<file path="src/rtl/pdm_pkg.sv">
// constants for the program and data memory map decoder
package pdm_pkg;
	localparam int PDM_PC_W = 13;
	localparam int PDM_ROM_AW = 10;
	localparam logic [12:0] PDM_RESET_VEC = 13'h0000;
	localparam logic [12:0] PDM_IRQ_VEC = 13'h0004;
	localparam logic [7:0] PDM_SFR_TOP = 8'h1f;
	localparam logic [6:0] PDM_GPR_LO = 7'h20;
	localparam logic [6:0] PDM_GPR_HI = 7'h5f;
	localparam int PDM_GPR_DEPTH = 64;
	localparam int PDM_BANK_BIT = 5;
	localparam logic [7:0] PDM_RST_STATUS = 8'h18;
	localparam logic [7:0] PDM_RST_ZERO = 8'h00;
	localparam logic [7:0] PDM_ADDR_WINDOW = 8'h00;
	localparam logic [7:0] PDM_ADDR_TIMER_ZERO = 8'h01;
	localparam logic [7:0] PDM_ADDR_PROG_LOW = 8'h02;
	localparam logic [7:0] PDM_ADDR_STATUS = 8'h03;
	localparam logic [7:0] PDM_ADDR_POINTER = 8'h04;
	localparam logic [7:0] PDM_ADDR_PORT_A_LEVEL = 8'h05;
	localparam logic [7:0] PDM_ADDR_PORT_C_LEVEL = 8'h07;
	localparam logic [7:0] PDM_ADDR_PROG_HIGH_LATCH = 8'h0a;
	localparam logic [7:0] PDM_ADDR_IRQ_CONTROL = 8'h0b;
	localparam logic [7:0] PDM_ADDR_PERIPH_FLAGS = 8'h0c;
	localparam logic [7:0] PDM_ADDR_TIMER_ONE_LOW = 8'h0e;
	localparam logic [7:0] PDM_ADDR_TIMER_ONE_HIGH = 8'h0f;
	localparam logic [7:0] PDM_ADDR_TIMER_ONE_CTRL = 8'h10;
	localparam logic [7:0] PDM_ADDR_COMPARATOR = 8'h19;
	localparam logic [7:0] PDM_ADDR_CONV_HIGH = 8'h1e;
	localparam logic [7:0] PDM_ADDR_CONV_CTRL_A = 8'h1f;
	localparam logic [7:0] PDM_ADDR_OPTIONS = 8'h81;
	localparam logic [7:0] PDM_ADDR_PORT_A_DIR = 8'h85;
	localparam logic [7:0] PDM_ADDR_PORT_C_DIR = 8'h87;
	localparam logic [7:0] PDM_ADDR_PERIPH_ENABLES = 8'h8c;
	localparam logic [7:0] PDM_ADDR_POWER_EVENTS = 8'h8e;
	localparam logic [7:0] PDM_ADDR_OSC_TRIM = 8'h90;
	localparam logic [7:0] PDM_ADDR_ANALOG_SELECT = 8'h91;
	localparam logic [7:0] PDM_ADDR_PULLUPS = 8'h95;
	localparam logic [7:0] PDM_ADDR_CHANGE_IRQ = 8'h96;
	localparam logic [7:0] PDM_ADDR_VREF_CTRL = 8'h99;
	localparam logic [7:0] PDM_ADDR_NVM_DATA = 8'h9a;
	localparam logic [7:0] PDM_ADDR_NVM_ADDRESS = 8'h9b;
	localparam logic [7:0] PDM_ADDR_NVM_CONTROL = 8'h9c;
	localparam logic [7:0] PDM_ADDR_NVM_UNLOCK = 8'h9d;
	localparam logic [7:0] PDM_ADDR_CONV_LOW = 8'h9e;
	localparam logic [7:0] PDM_ADDR_CONV_CTRL_B = 8'h9f;
endpackage

</file>
<file path="src/rtl/pdm_memory_map.sv">
// program counter and data memory decoder of the small core
//
// Function
// RL1: a 13-bit program counter spans an 8K word program space.
// RL2: only words 0000h-03FFh exist and higher fetch addresses wrap modulo 1K.
// RL3: reset starts at word 0000h and an accepted interrupt loads 0004h.
// RL4: data memory has two banks, each with 32 special function locations at the bottom.
// RL5: file addresses 20h-5Fh hit one shared general RAM seen from both banks.
// RL6: unmapped data addresses read zero and drop writes.
// RL7: bit five of the flags register picks bank 0 when clear and bank 1 when set.
// RL8: the general RAM has 64 bytes reachable directly and through the pointer.
// RL9: special function locations are static storage that hold their value.
// RL10: the indirect window location redirects to the address in the pointer.
// RL11: a direct address is the 7-bit file address with the bank bit on top.
`timescale 1ns/1ns
`default_nettype none
module pdm_memory_map
	import pdm_pkg::*;
#(
	parameter int GPR_DEPTH = PDM_GPR_DEPTH
) (
	input wire logic mclk,
	input wire logic reset,
	input wire logic pc_step,
	input wire logic pc_load,
	input wire logic [10:0] pc_load_addr,
	input wire logic irq_accept,
	output logic [12:0] pc,
	output logic [9:0] rom_addr,
	input wire logic [6:0] file_addr,
	input wire logic rd_en,
	input wire logic wr_en,
	input wire logic [7:0] wr_data,
	output logic [7:0] rd_data,
	output logic [7:0] flags,
	output logic [7:0] pointer
);

	////////////////////////////////////////////////////////////////////////
	// program side state
	logic [12:0] pc_r;
	logic [7:0] pc_latch_r;

	// core registers seen from both banks
	logic [7:0] flags_r;
	logic [7:0] pointer_r;

	// static storage
	logic [7:0] sfr_r [0:63];
	logic [7:0] gpr_r [0:GPR_DEPTH-1];

	// read path
	logic [7:0] rd_data_r;
	logic [7:0] rd_data_nxt;

	// decoded access
	logic [7:0] eff_addr;
	logic [5:0] sfr_idx;
	logic [5:0] gpr_idx;
	logic is_gpr;
	logic is_sfr;
	logic is_core;

	// write strobes, one per storage concern
	logic pc_low_wr;
	logic flags_wr;
	logic pointer_wr;
	logic pc_latch_wr;
	logic sfr_wr;
	logic gpr_wr;

	// classify a full data address into shared ram or special location
	function automatic logic gpr_hit(input logic [7:0] a);
		gpr_hit = (a[6:0] >= PDM_GPR_LO) && (a[6:0] <= PDM_GPR_HI); // RL5
	endfunction

	function automatic logic sfr_hit(input logic [7:0] a);
		sfr_hit = (a[6:0] <= PDM_SFR_TOP[6:0]) && (a[6:0] != PDM_ADDR_WINDOW[6:0]); // RL4
	endfunction

	// locations that reach the same register from either bank
	function automatic logic shared_hit(input logic [7:0] a);
		shared_hit = 1'b0;
		if (a[6:0] == PDM_ADDR_PROG_LOW[6:0]) begin
			shared_hit = 1'b1;
		end else if (a[6:0] == PDM_ADDR_STATUS[6:0]) begin
			shared_hit = 1'b1;
		end else if (a[6:0] == PDM_ADDR_POINTER[6:0]) begin
			shared_hit = 1'b1;
		end else if (a[6:0] == PDM_ADDR_PROG_HIGH_LATCH[6:0]) begin
			shared_hit = 1'b1;
		end else if (a[6:0] == PDM_ADDR_IRQ_CONTROL[6:0]) begin
			shared_hit = 1'b1;
		end
	endfunction

	// core registers that live in dedicated flops rather than the array
	function automatic logic core_hit(input logic [7:0] a);
		core_hit = 1'b0;
		if (a[6:0] == PDM_ADDR_PROG_LOW[6:0]) begin
			core_hit = 1'b1;
		end else if (a[6:0] == PDM_ADDR_STATUS[6:0]) begin
			core_hit = 1'b1;
		end else if (a[6:0] == PDM_ADDR_POINTER[6:0]) begin
			core_hit = 1'b1;
		end else if (a[6:0] == PDM_ADDR_PROG_HIGH_LATCH[6:0]) begin
			core_hit = 1'b1;
		end
	endfunction

	// implemented special locations; the gaps between them read as zero
	function automatic logic sfr_present(input logic [7:0] a);
		sfr_present = 1'b0;
		if (shared_hit(a)) begin
			sfr_present = 1'b1;
		end else if (a == PDM_ADDR_TIMER_ZERO) begin
			sfr_present = 1'b1;
		end else if (a == PDM_ADDR_PORT_A_LEVEL) begin
			sfr_present = 1'b1;
		end else if (a == PDM_ADDR_PORT_C_LEVEL) begin
			sfr_present = 1'b1;
		end else if (a == PDM_ADDR_PERIPH_FLAGS) begin
			sfr_present = 1'b1;
		end else if (a == PDM_ADDR_TIMER_ONE_LOW) begin
			sfr_present = 1'b1;
		end else if (a == PDM_ADDR_TIMER_ONE_HIGH) begin
			sfr_present = 1'b1;
		end else if (a == PDM_ADDR_TIMER_ONE_CTRL) begin
			sfr_present = 1'b1;
		end else if (a == PDM_ADDR_COMPARATOR) begin
			sfr_present = 1'b1;
		end else if (a == PDM_ADDR_CONV_HIGH) begin
			sfr_present = 1'b1;
		end else if (a == PDM_ADDR_CONV_CTRL_A) begin
			sfr_present = 1'b1;
		end else if (a == PDM_ADDR_OPTIONS) begin
			sfr_present = 1'b1;
		end else if (a == PDM_ADDR_PORT_A_DIR) begin
			sfr_present = 1'b1;
		end else if (a == PDM_ADDR_PORT_C_DIR) begin
			sfr_present = 1'b1;
		end else if (a == PDM_ADDR_PERIPH_ENABLES) begin
			sfr_present = 1'b1;
		end else if (a == PDM_ADDR_POWER_EVENTS) begin
			sfr_present = 1'b1;
		end else if (a == PDM_ADDR_OSC_TRIM) begin
			sfr_present = 1'b1;
		end else if (a == PDM_ADDR_ANALOG_SELECT) begin
			sfr_present = 1'b1;
		end else if (a == PDM_ADDR_PULLUPS) begin
			sfr_present = 1'b1;
		end else if (a == PDM_ADDR_CHANGE_IRQ) begin
			sfr_present = 1'b1;
		end else if (a == PDM_ADDR_VREF_CTRL) begin
			sfr_present = 1'b1;
		end else if (a == PDM_ADDR_NVM_DATA) begin
			sfr_present = 1'b1;
		end else if (a == PDM_ADDR_NVM_ADDRESS) begin
			sfr_present = 1'b1;
		end else if (a == PDM_ADDR_NVM_CONTROL) begin
			sfr_present = 1'b1;
		end else if (a == PDM_ADDR_NVM_UNLOCK) begin
			sfr_present = 1'b1;
		end else if (a == PDM_ADDR_CONV_LOW) begin
			sfr_present = 1'b1;
		end else if (a == PDM_ADDR_CONV_CTRL_B) begin
			sfr_present = 1'b1;
		end
	endfunction

	// array slot: shared locations fold onto bank 0 so both banks agree
	function automatic logic [5:0] sfr_slot(input logic [7:0] a);
		if (shared_hit(a)) begin
			sfr_slot = {1'b0, a[4:0]};
		end else begin
			sfr_slot = {a[7], a[4:0]};
		end
	endfunction

	// result registers are filled by their peripheral, so core writes drop
	function automatic logic read_only_hit(input logic [7:0] a);
		read_only_hit = 1'b0;
		if (a == PDM_ADDR_CONV_HIGH) begin
			read_only_hit = 1'b1;
		end else if (a == PDM_ADDR_CONV_LOW) begin
			read_only_hit = 1'b1;
		end
	endfunction

	// the unlock location holds no readable value
	function automatic logic write_only_hit(input logic [7:0] a);
		write_only_hit = 1'b0;
		if (a == PDM_ADDR_NVM_UNLOCK) begin
			write_only_hit = 1'b1;
		end
	endfunction

	////////////////////////////////////////////////////////////////////////
	// effective address: window goes through pointer, else bank bit on top
	always_comb begin
		if (file_addr == PDM_ADDR_WINDOW[6:0]) begin
			eff_addr = pointer_r; // RL10
		end else begin
			eff_addr = {flags_r[PDM_BANK_BIT], file_addr}; // RL11 RL7
		end
		is_gpr = gpr_hit(eff_addr);
		is_sfr = sfr_hit(eff_addr) && sfr_present(eff_addr); // RL6
		is_core = is_sfr && core_hit(eff_addr);
		sfr_idx = sfr_slot(eff_addr);
		gpr_idx = 6'(eff_addr[6:0] - PDM_GPR_LO); // RL5
	end

	// write strobes; unmapped or read-only targets raise none of them
	assign pc_low_wr = wr_en && is_core && (eff_addr[6:0] == PDM_ADDR_PROG_LOW[6:0]);
	assign flags_wr = wr_en && is_core && (eff_addr[6:0] == PDM_ADDR_STATUS[6:0]);
	assign pointer_wr = wr_en && is_core && (eff_addr[6:0] == PDM_ADDR_POINTER[6:0]);
	assign pc_latch_wr = wr_en && is_core && (eff_addr[6:0] == PDM_ADDR_PROG_HIGH_LATCH[6:0]);
	assign sfr_wr = wr_en && is_sfr && !is_core && !read_only_hit(eff_addr); // RL6
	assign gpr_wr = wr_en && is_gpr;

	////////////////////////////////////////////////////////////////////////
	// program counter
	always_ff @(posedge mclk) begin
		if (reset) begin
			pc_r <= PDM_RESET_VEC; // RL3
		end else if (irq_accept) begin
			pc_r <= PDM_IRQ_VEC; // RL3
		end else if (pc_load) begin
			pc_r <= {pc_latch_r[4:3], pc_load_addr};
		end else if (pc_low_wr) begin
			pc_r <= {pc_latch_r[4:0], wr_data};
		end else if (pc_step) begin
			pc_r <= pc_r + 13'h0001; // RL1
		end
	end

	assign pc = pc_r;
	assign rom_addr = pc_r[PDM_ROM_AW-1:0]; // RL2

	////////////////////////////////////////////////////////////////////////
	// flags register, holds the bank bit
	always_ff @(posedge mclk) begin
		if (reset) begin
			flags_r <= PDM_RST_STATUS;
		end else if (flags_wr) begin
			flags_r <= wr_data; // RL7
		end
	end

	// indirect pointer, shared by both banks
	always_ff @(posedge mclk) begin
		if (reset) begin
			pointer_r <= PDM_RST_ZERO;
		end else if (pointer_wr) begin
			pointer_r <= wr_data; // RL10
		end
	end

	// upper program counter latch, only five bits exist
	always_ff @(posedge mclk) begin
		if (reset) begin
			pc_latch_r <= PDM_RST_ZERO;
		end else if (pc_latch_wr) begin
			pc_latch_r <= {3'h0, wr_data[4:0]};
		end
	end

	// other special locations: static, per bank unless shared
	always_ff @(posedge mclk) begin
		if (sfr_wr) begin
			sfr_r[sfr_idx] <= wr_data; // RL9
		end
	end

	// shared general ram, bank bit ignored
	always_ff @(posedge mclk) begin
		if (gpr_wr) begin
			gpr_r[gpr_idx] <= wr_data; // RL8 RL5
		end
	end

	////////////////////////////////////////////////////////////////////////
	// read data select, zero outside mapped space, holds between reads
	always_comb begin
		rd_data_nxt = rd_data_r;
		if (rd_en) begin
			if (is_gpr) begin
				rd_data_nxt = gpr_r[gpr_idx]; // RL8
			end else if (is_core && eff_addr[6:0] == PDM_ADDR_PROG_LOW[6:0]) begin
				rd_data_nxt = pc_r[7:0];
			end else if (is_core && eff_addr[6:0] == PDM_ADDR_STATUS[6:0]) begin
				rd_data_nxt = flags_r;
			end else if (is_core && eff_addr[6:0] == PDM_ADDR_POINTER[6:0]) begin
				rd_data_nxt = pointer_r;
			end else if (is_core) begin
				rd_data_nxt = pc_latch_r;
			end else if (is_sfr && !write_only_hit(eff_addr)) begin
				rd_data_nxt = sfr_r[sfr_idx]; // RL9
			end else begin
				rd_data_nxt = 8'h00; // RL6
			end
		end
	end

	// read data register
	always_ff @(posedge mclk) begin
		if (reset) begin
			rd_data_r <= 8'h00;
		end else begin
			rd_data_r <= rd_data_nxt;
		end
	end

	assign rd_data = rd_data_r;
	assign flags = flags_r;
	assign pointer = pointer_r;

endmodule
`default_nettype wire

</file>
<file path="config.mk">
export PLATFORM = sky130hd
export DESIGN_NAME = pdm_memory_map
export DESIGN_NICKNAME = d
export VERILOG_FILES = /design/src/rtl/pdm_pkg.sv /design/src/rtl/pdm_memory_map.sv
export SDC_FILE = /design/constraint.sdc
export NUM_CORES = 1
export LEC_CHECK = 0
export ABC_AREA = 1
export BUFFER_PORTS_ARGS = -buffer_cell sky130_fd_sc_hd__clkbuf_2
export CORE_MARGIN = 5
export CORE_UTILIZATION = 50
export DETAILED_ROUTE_END_ITERATION = 10
export PLACE_DENSITY = 0.77
export SLEW_MARGIN = 5
export SYNTH_ARGS = -nofsm -noshare
export SYNTH_HDL_FRONTEND = slang
export SYNTH_SLANG_ARGS = --single-unit
</file>
<file path="constraint.sdc">
create_clock -name mclk -period 3.8 [get_ports mclk]
set_clock_uncertainty 0.05 [all_clocks]
set_input_delay 0.19 -clock mclk [delete_from_list [all_inputs] [get_ports mclk]]
set_output_delay 0.19 -clock mclk [all_outputs]
set_load 0.1 [all_outputs]
</file>
==> qor.yml <==
cts:
  post_cts_buffers: 0
  clk_path_buf_depth: 3
  htreeDepth: 3
  path_clk_slew_ps: 60
  worstSkewPairLatency_ps: 680
  cts_made_buffers: 103
  clock_sinks: 1066
  cts-root-buf: "clkbuf_16"
  cts_tree: "built"
sta:
  final-setup-viol-count: 0
  slew_violations: 0
  final.setup.tns_ps: 0
  hold_viol: 0
  worst_slew_pin_slew_ps: 1230
  finalCritPeriodShare_pct: 94.9
  rsz0062_at_grt: "false"
  fmax_ghz: 0.277
  slew-limit-headroom_pct: 17.4
  finalCriticalPeriod_ps: 3600
detailed_routing:
  antenna_left: 0
  dr.pass1.iters: 7
  drt-wirelength-per-cell_um: 20.9
  drcViolationCount: 0
  drt_iter0_drc: 3486
  vias: 30100
  via_per_inst: 5.53
  wl_um: 114000
worst_setup_path:
  path_delay_family: "simple AND/OR/NAND/NOR gates"
  cpPeakStageDelay_ps: 570
  crit_type: "reg -> reg"
  regToRegEndpoint: "pc[2]$_SDFFE_PP0P_"
  critPathLaunch: "pointer[0]$_SDFFE_PP0P_"
  worstSetupEndpoint: "pc[2]$_SDFFE_PP0P_"
  cpMaxStageDelayCell: "dlygate4sd3_1"
  r2r-start: "pointer[0]$_SDFFE_PP0P_"
  cp-start-kind: "flip-flop"
  critPathCaptureType: "flip-flop"
  rrSetupSlack_ps: 200
  crit_buf_inv: 4
  crit_arrival_ps: 4150
  worst_ep_required_time_ps: 4340
  crit_path_frequent_cell: "nand2_2"
  reg2reg_depth: 14
  crit_chain: "inv_1 > nand3_2 > nand2_4 > nand2_2 > nor2_1 > nand2_2 > nor2_4 > inv_2 > nand2_2 > inv_1 > nor2_1 > o21ai_0 > a31oi_1 > dlygate4sd3_1"
  path_max_fanout: 21
  cp.depth: 14
global_routing:
  grt_overflow_total: 0
  track_usage_pct: 23.8
  grt_pass1_vias: 29800
  grt_pass1_wl_um: 173000
  antenna_found_initial: 2
  grt_max_degree: 85
pwr:
  power_density_mw_per_mm2: 491
  p_leak_nw: 19.8
  peakVddDrop_mv: 0.405
  total_power_mw: 24.9
run_status:
  status: "complete, no violations"
hold_path:
  hold_path.class: "in -> reg"
synthesis:
  synth-seq-cells: 1066
  async_flop_share_pct: 0
  syn_inst: 3726
  synth_cell_types: 48
  synth_area_mm2: 0.0439
  synth.largest_area_cell: "edfxtp_1"
  synth_warnings: 0
  synthTopCellsByCount: "nand2_1 (1153), edfxtp_1 (1024), inv_1 (269)"
  synth_ff_type: "edfxtp_1"
  yosysSeqAreaShare_pct: 72.0
  yosysMostFrequentCell: "nand2_1"
  synth_area_per_cell_um2: 11.8
  yosys-top-cells-area: "edfxtp_1 (70%), nand2_1 (9.9%), a22oi_1 (2.6%)"
  synth-edff-count: 1024
  synth_top_area_share_pct: 70.1
floorplan:
  initial_utilization_pct: 50.5
  placementRows: 108
  io_pins: 80
  core_mm2: 0.0869
  die_area_mm2: 0.0938
  fp.dieW_um: 306
  die_h_um: 306
placed_design:
  post-dp-hpwl_um: 68800
  routabilityCongestion: 0.932
  port_buffers: 79
  placedCellCount: 5247
layout:
  final_cells: 5447
  drive_gt1_share_pct: 11.0
  area_delta_synth_final_pct: 15.8
  finalNetCount: 4246
flow_run:
  cap_violations: 0
cells in the final DEF (no fill, tap or decap), types with 10 or more instances in the layout:
cell type	count
a211oi_1	14
a21oi_1	86
a221oi_1	10
a22oi_1	152
buf_12	17
buf_4	158
clkbuf_1	21
clkbuf_16	103
clkbuf_2	71
clkinv_1	17
clkinv_2	22
conb_1	312
dfxtp_1	42
dlygate4sd3_1	15
edfxtp_1	1024
inv_1	269
inv_2	15
nand2_1	1151
nand2_2	18
nand3_1	67
nand3b_1	53
nand4_1	53
nor2_1	242
nor3_1	12
o21ai_0	131
o21ai_1	32
o22ai_1	97
worst register-to-register path, delay by kind of cell (launching register included):
family                 cells  cell delay (ps)
AOI/OAI and AO/OA          2              230
and+or+nand+nor            8             1680
buffers and inverters      4             1170
DFF                        1              390
per-layer routing:
metal  track usage, %  wire [µm]
met5                0          0
met4             10.4       5380
met3             4.98      11900
met2             39.2      54400
met1             30.9      42000
kinds of logic (layout without fill, tap and decap cells):
logic type,count (synthesis),count (layout),share of synthesized area (%)
adders and majority gates,1,1,0.0285
other,1,313,0.00855
xor gates and xnor gates,6,6,0.120
buffers and inverters,478,732,4.73
DFF,1066,1066,72.0
and+or+nand+nor,1637,1637,15.5
AOI/OAI and AO/OA,537,537,7.58
layout make-up:
| type | count | area (µm²) |
|---|---|---|
| Clock buffer | 126 | 2680 |
| Timing Repair Buffer | 261 | 2030 |
| Antenna cell | 1 | 2.50 |
| Sequential cell | 1066 | 31600 |
| Tap cell | 1155 | 1450 |
| Inverter | 287 | 1080 |
| Multi-Input combinational cell | 2493 | 11400 |
| Fill cell | 6736 | 36100 |
| Clock inverter | 58 | 543 |
stage by stage:
stage	hold slack, ps	setup WS, ps	instance area, µm²	util [%]
4_1_cts	6.95	59.1	50800	58.5
6_report	18.4	195	50800	58.5
3_3_place_gp	408	61.2	47400	54.6
2_1_floorplan	239	216	45000	-
3_5_place_dp	417	16.9	47400	54.6
5_1_grt	38.0	36.3	50800	58.5
report_power, final:
part           switching, mW  internal, mW
clock                   4.37          5.46
sequential            0.0957          13.2
combinational           1.35         0.459
state kept, by name, indices dropped and copies added (netlist names):
register / cells
flags: 8
rd_data: 8
pointer: 8
gpr_r: 512
pc_latch_r: 5
sfr_r: 512
pc: 13
worst min path at each step:
stage | slack (ps) | from | cells past startpoint | to
floorplan | 240 | wr_data[0] | 0 | gpr_r[0][0]$_DFFE_PP_
CTS | 7 | rd_en | 4 | rd_data[2]$_SDFFE_PP0P_
global placement | 410 | irq_accept | 3 | pc[2]$_SDFFE_PP0P_
global route | 40 | wr_data[3] | 1 | sfr_r[35][3]$_DFFE_PP_
detailed placement | 420 | irq_accept | 3 | pc[2]$_SDFFE_PP0P_
finish | 20 | wr_data[0] | 1 | sfr_r[24][0]$_DFFE_PP_
what timing repair did:
action	in CTS	in global routing
hold buffers	15	0
endpoints found under the setup margin	0	1
resized for setup	0	3
endpoints found under the hold margin	59	0
Power figures use the tool's default switching activity.
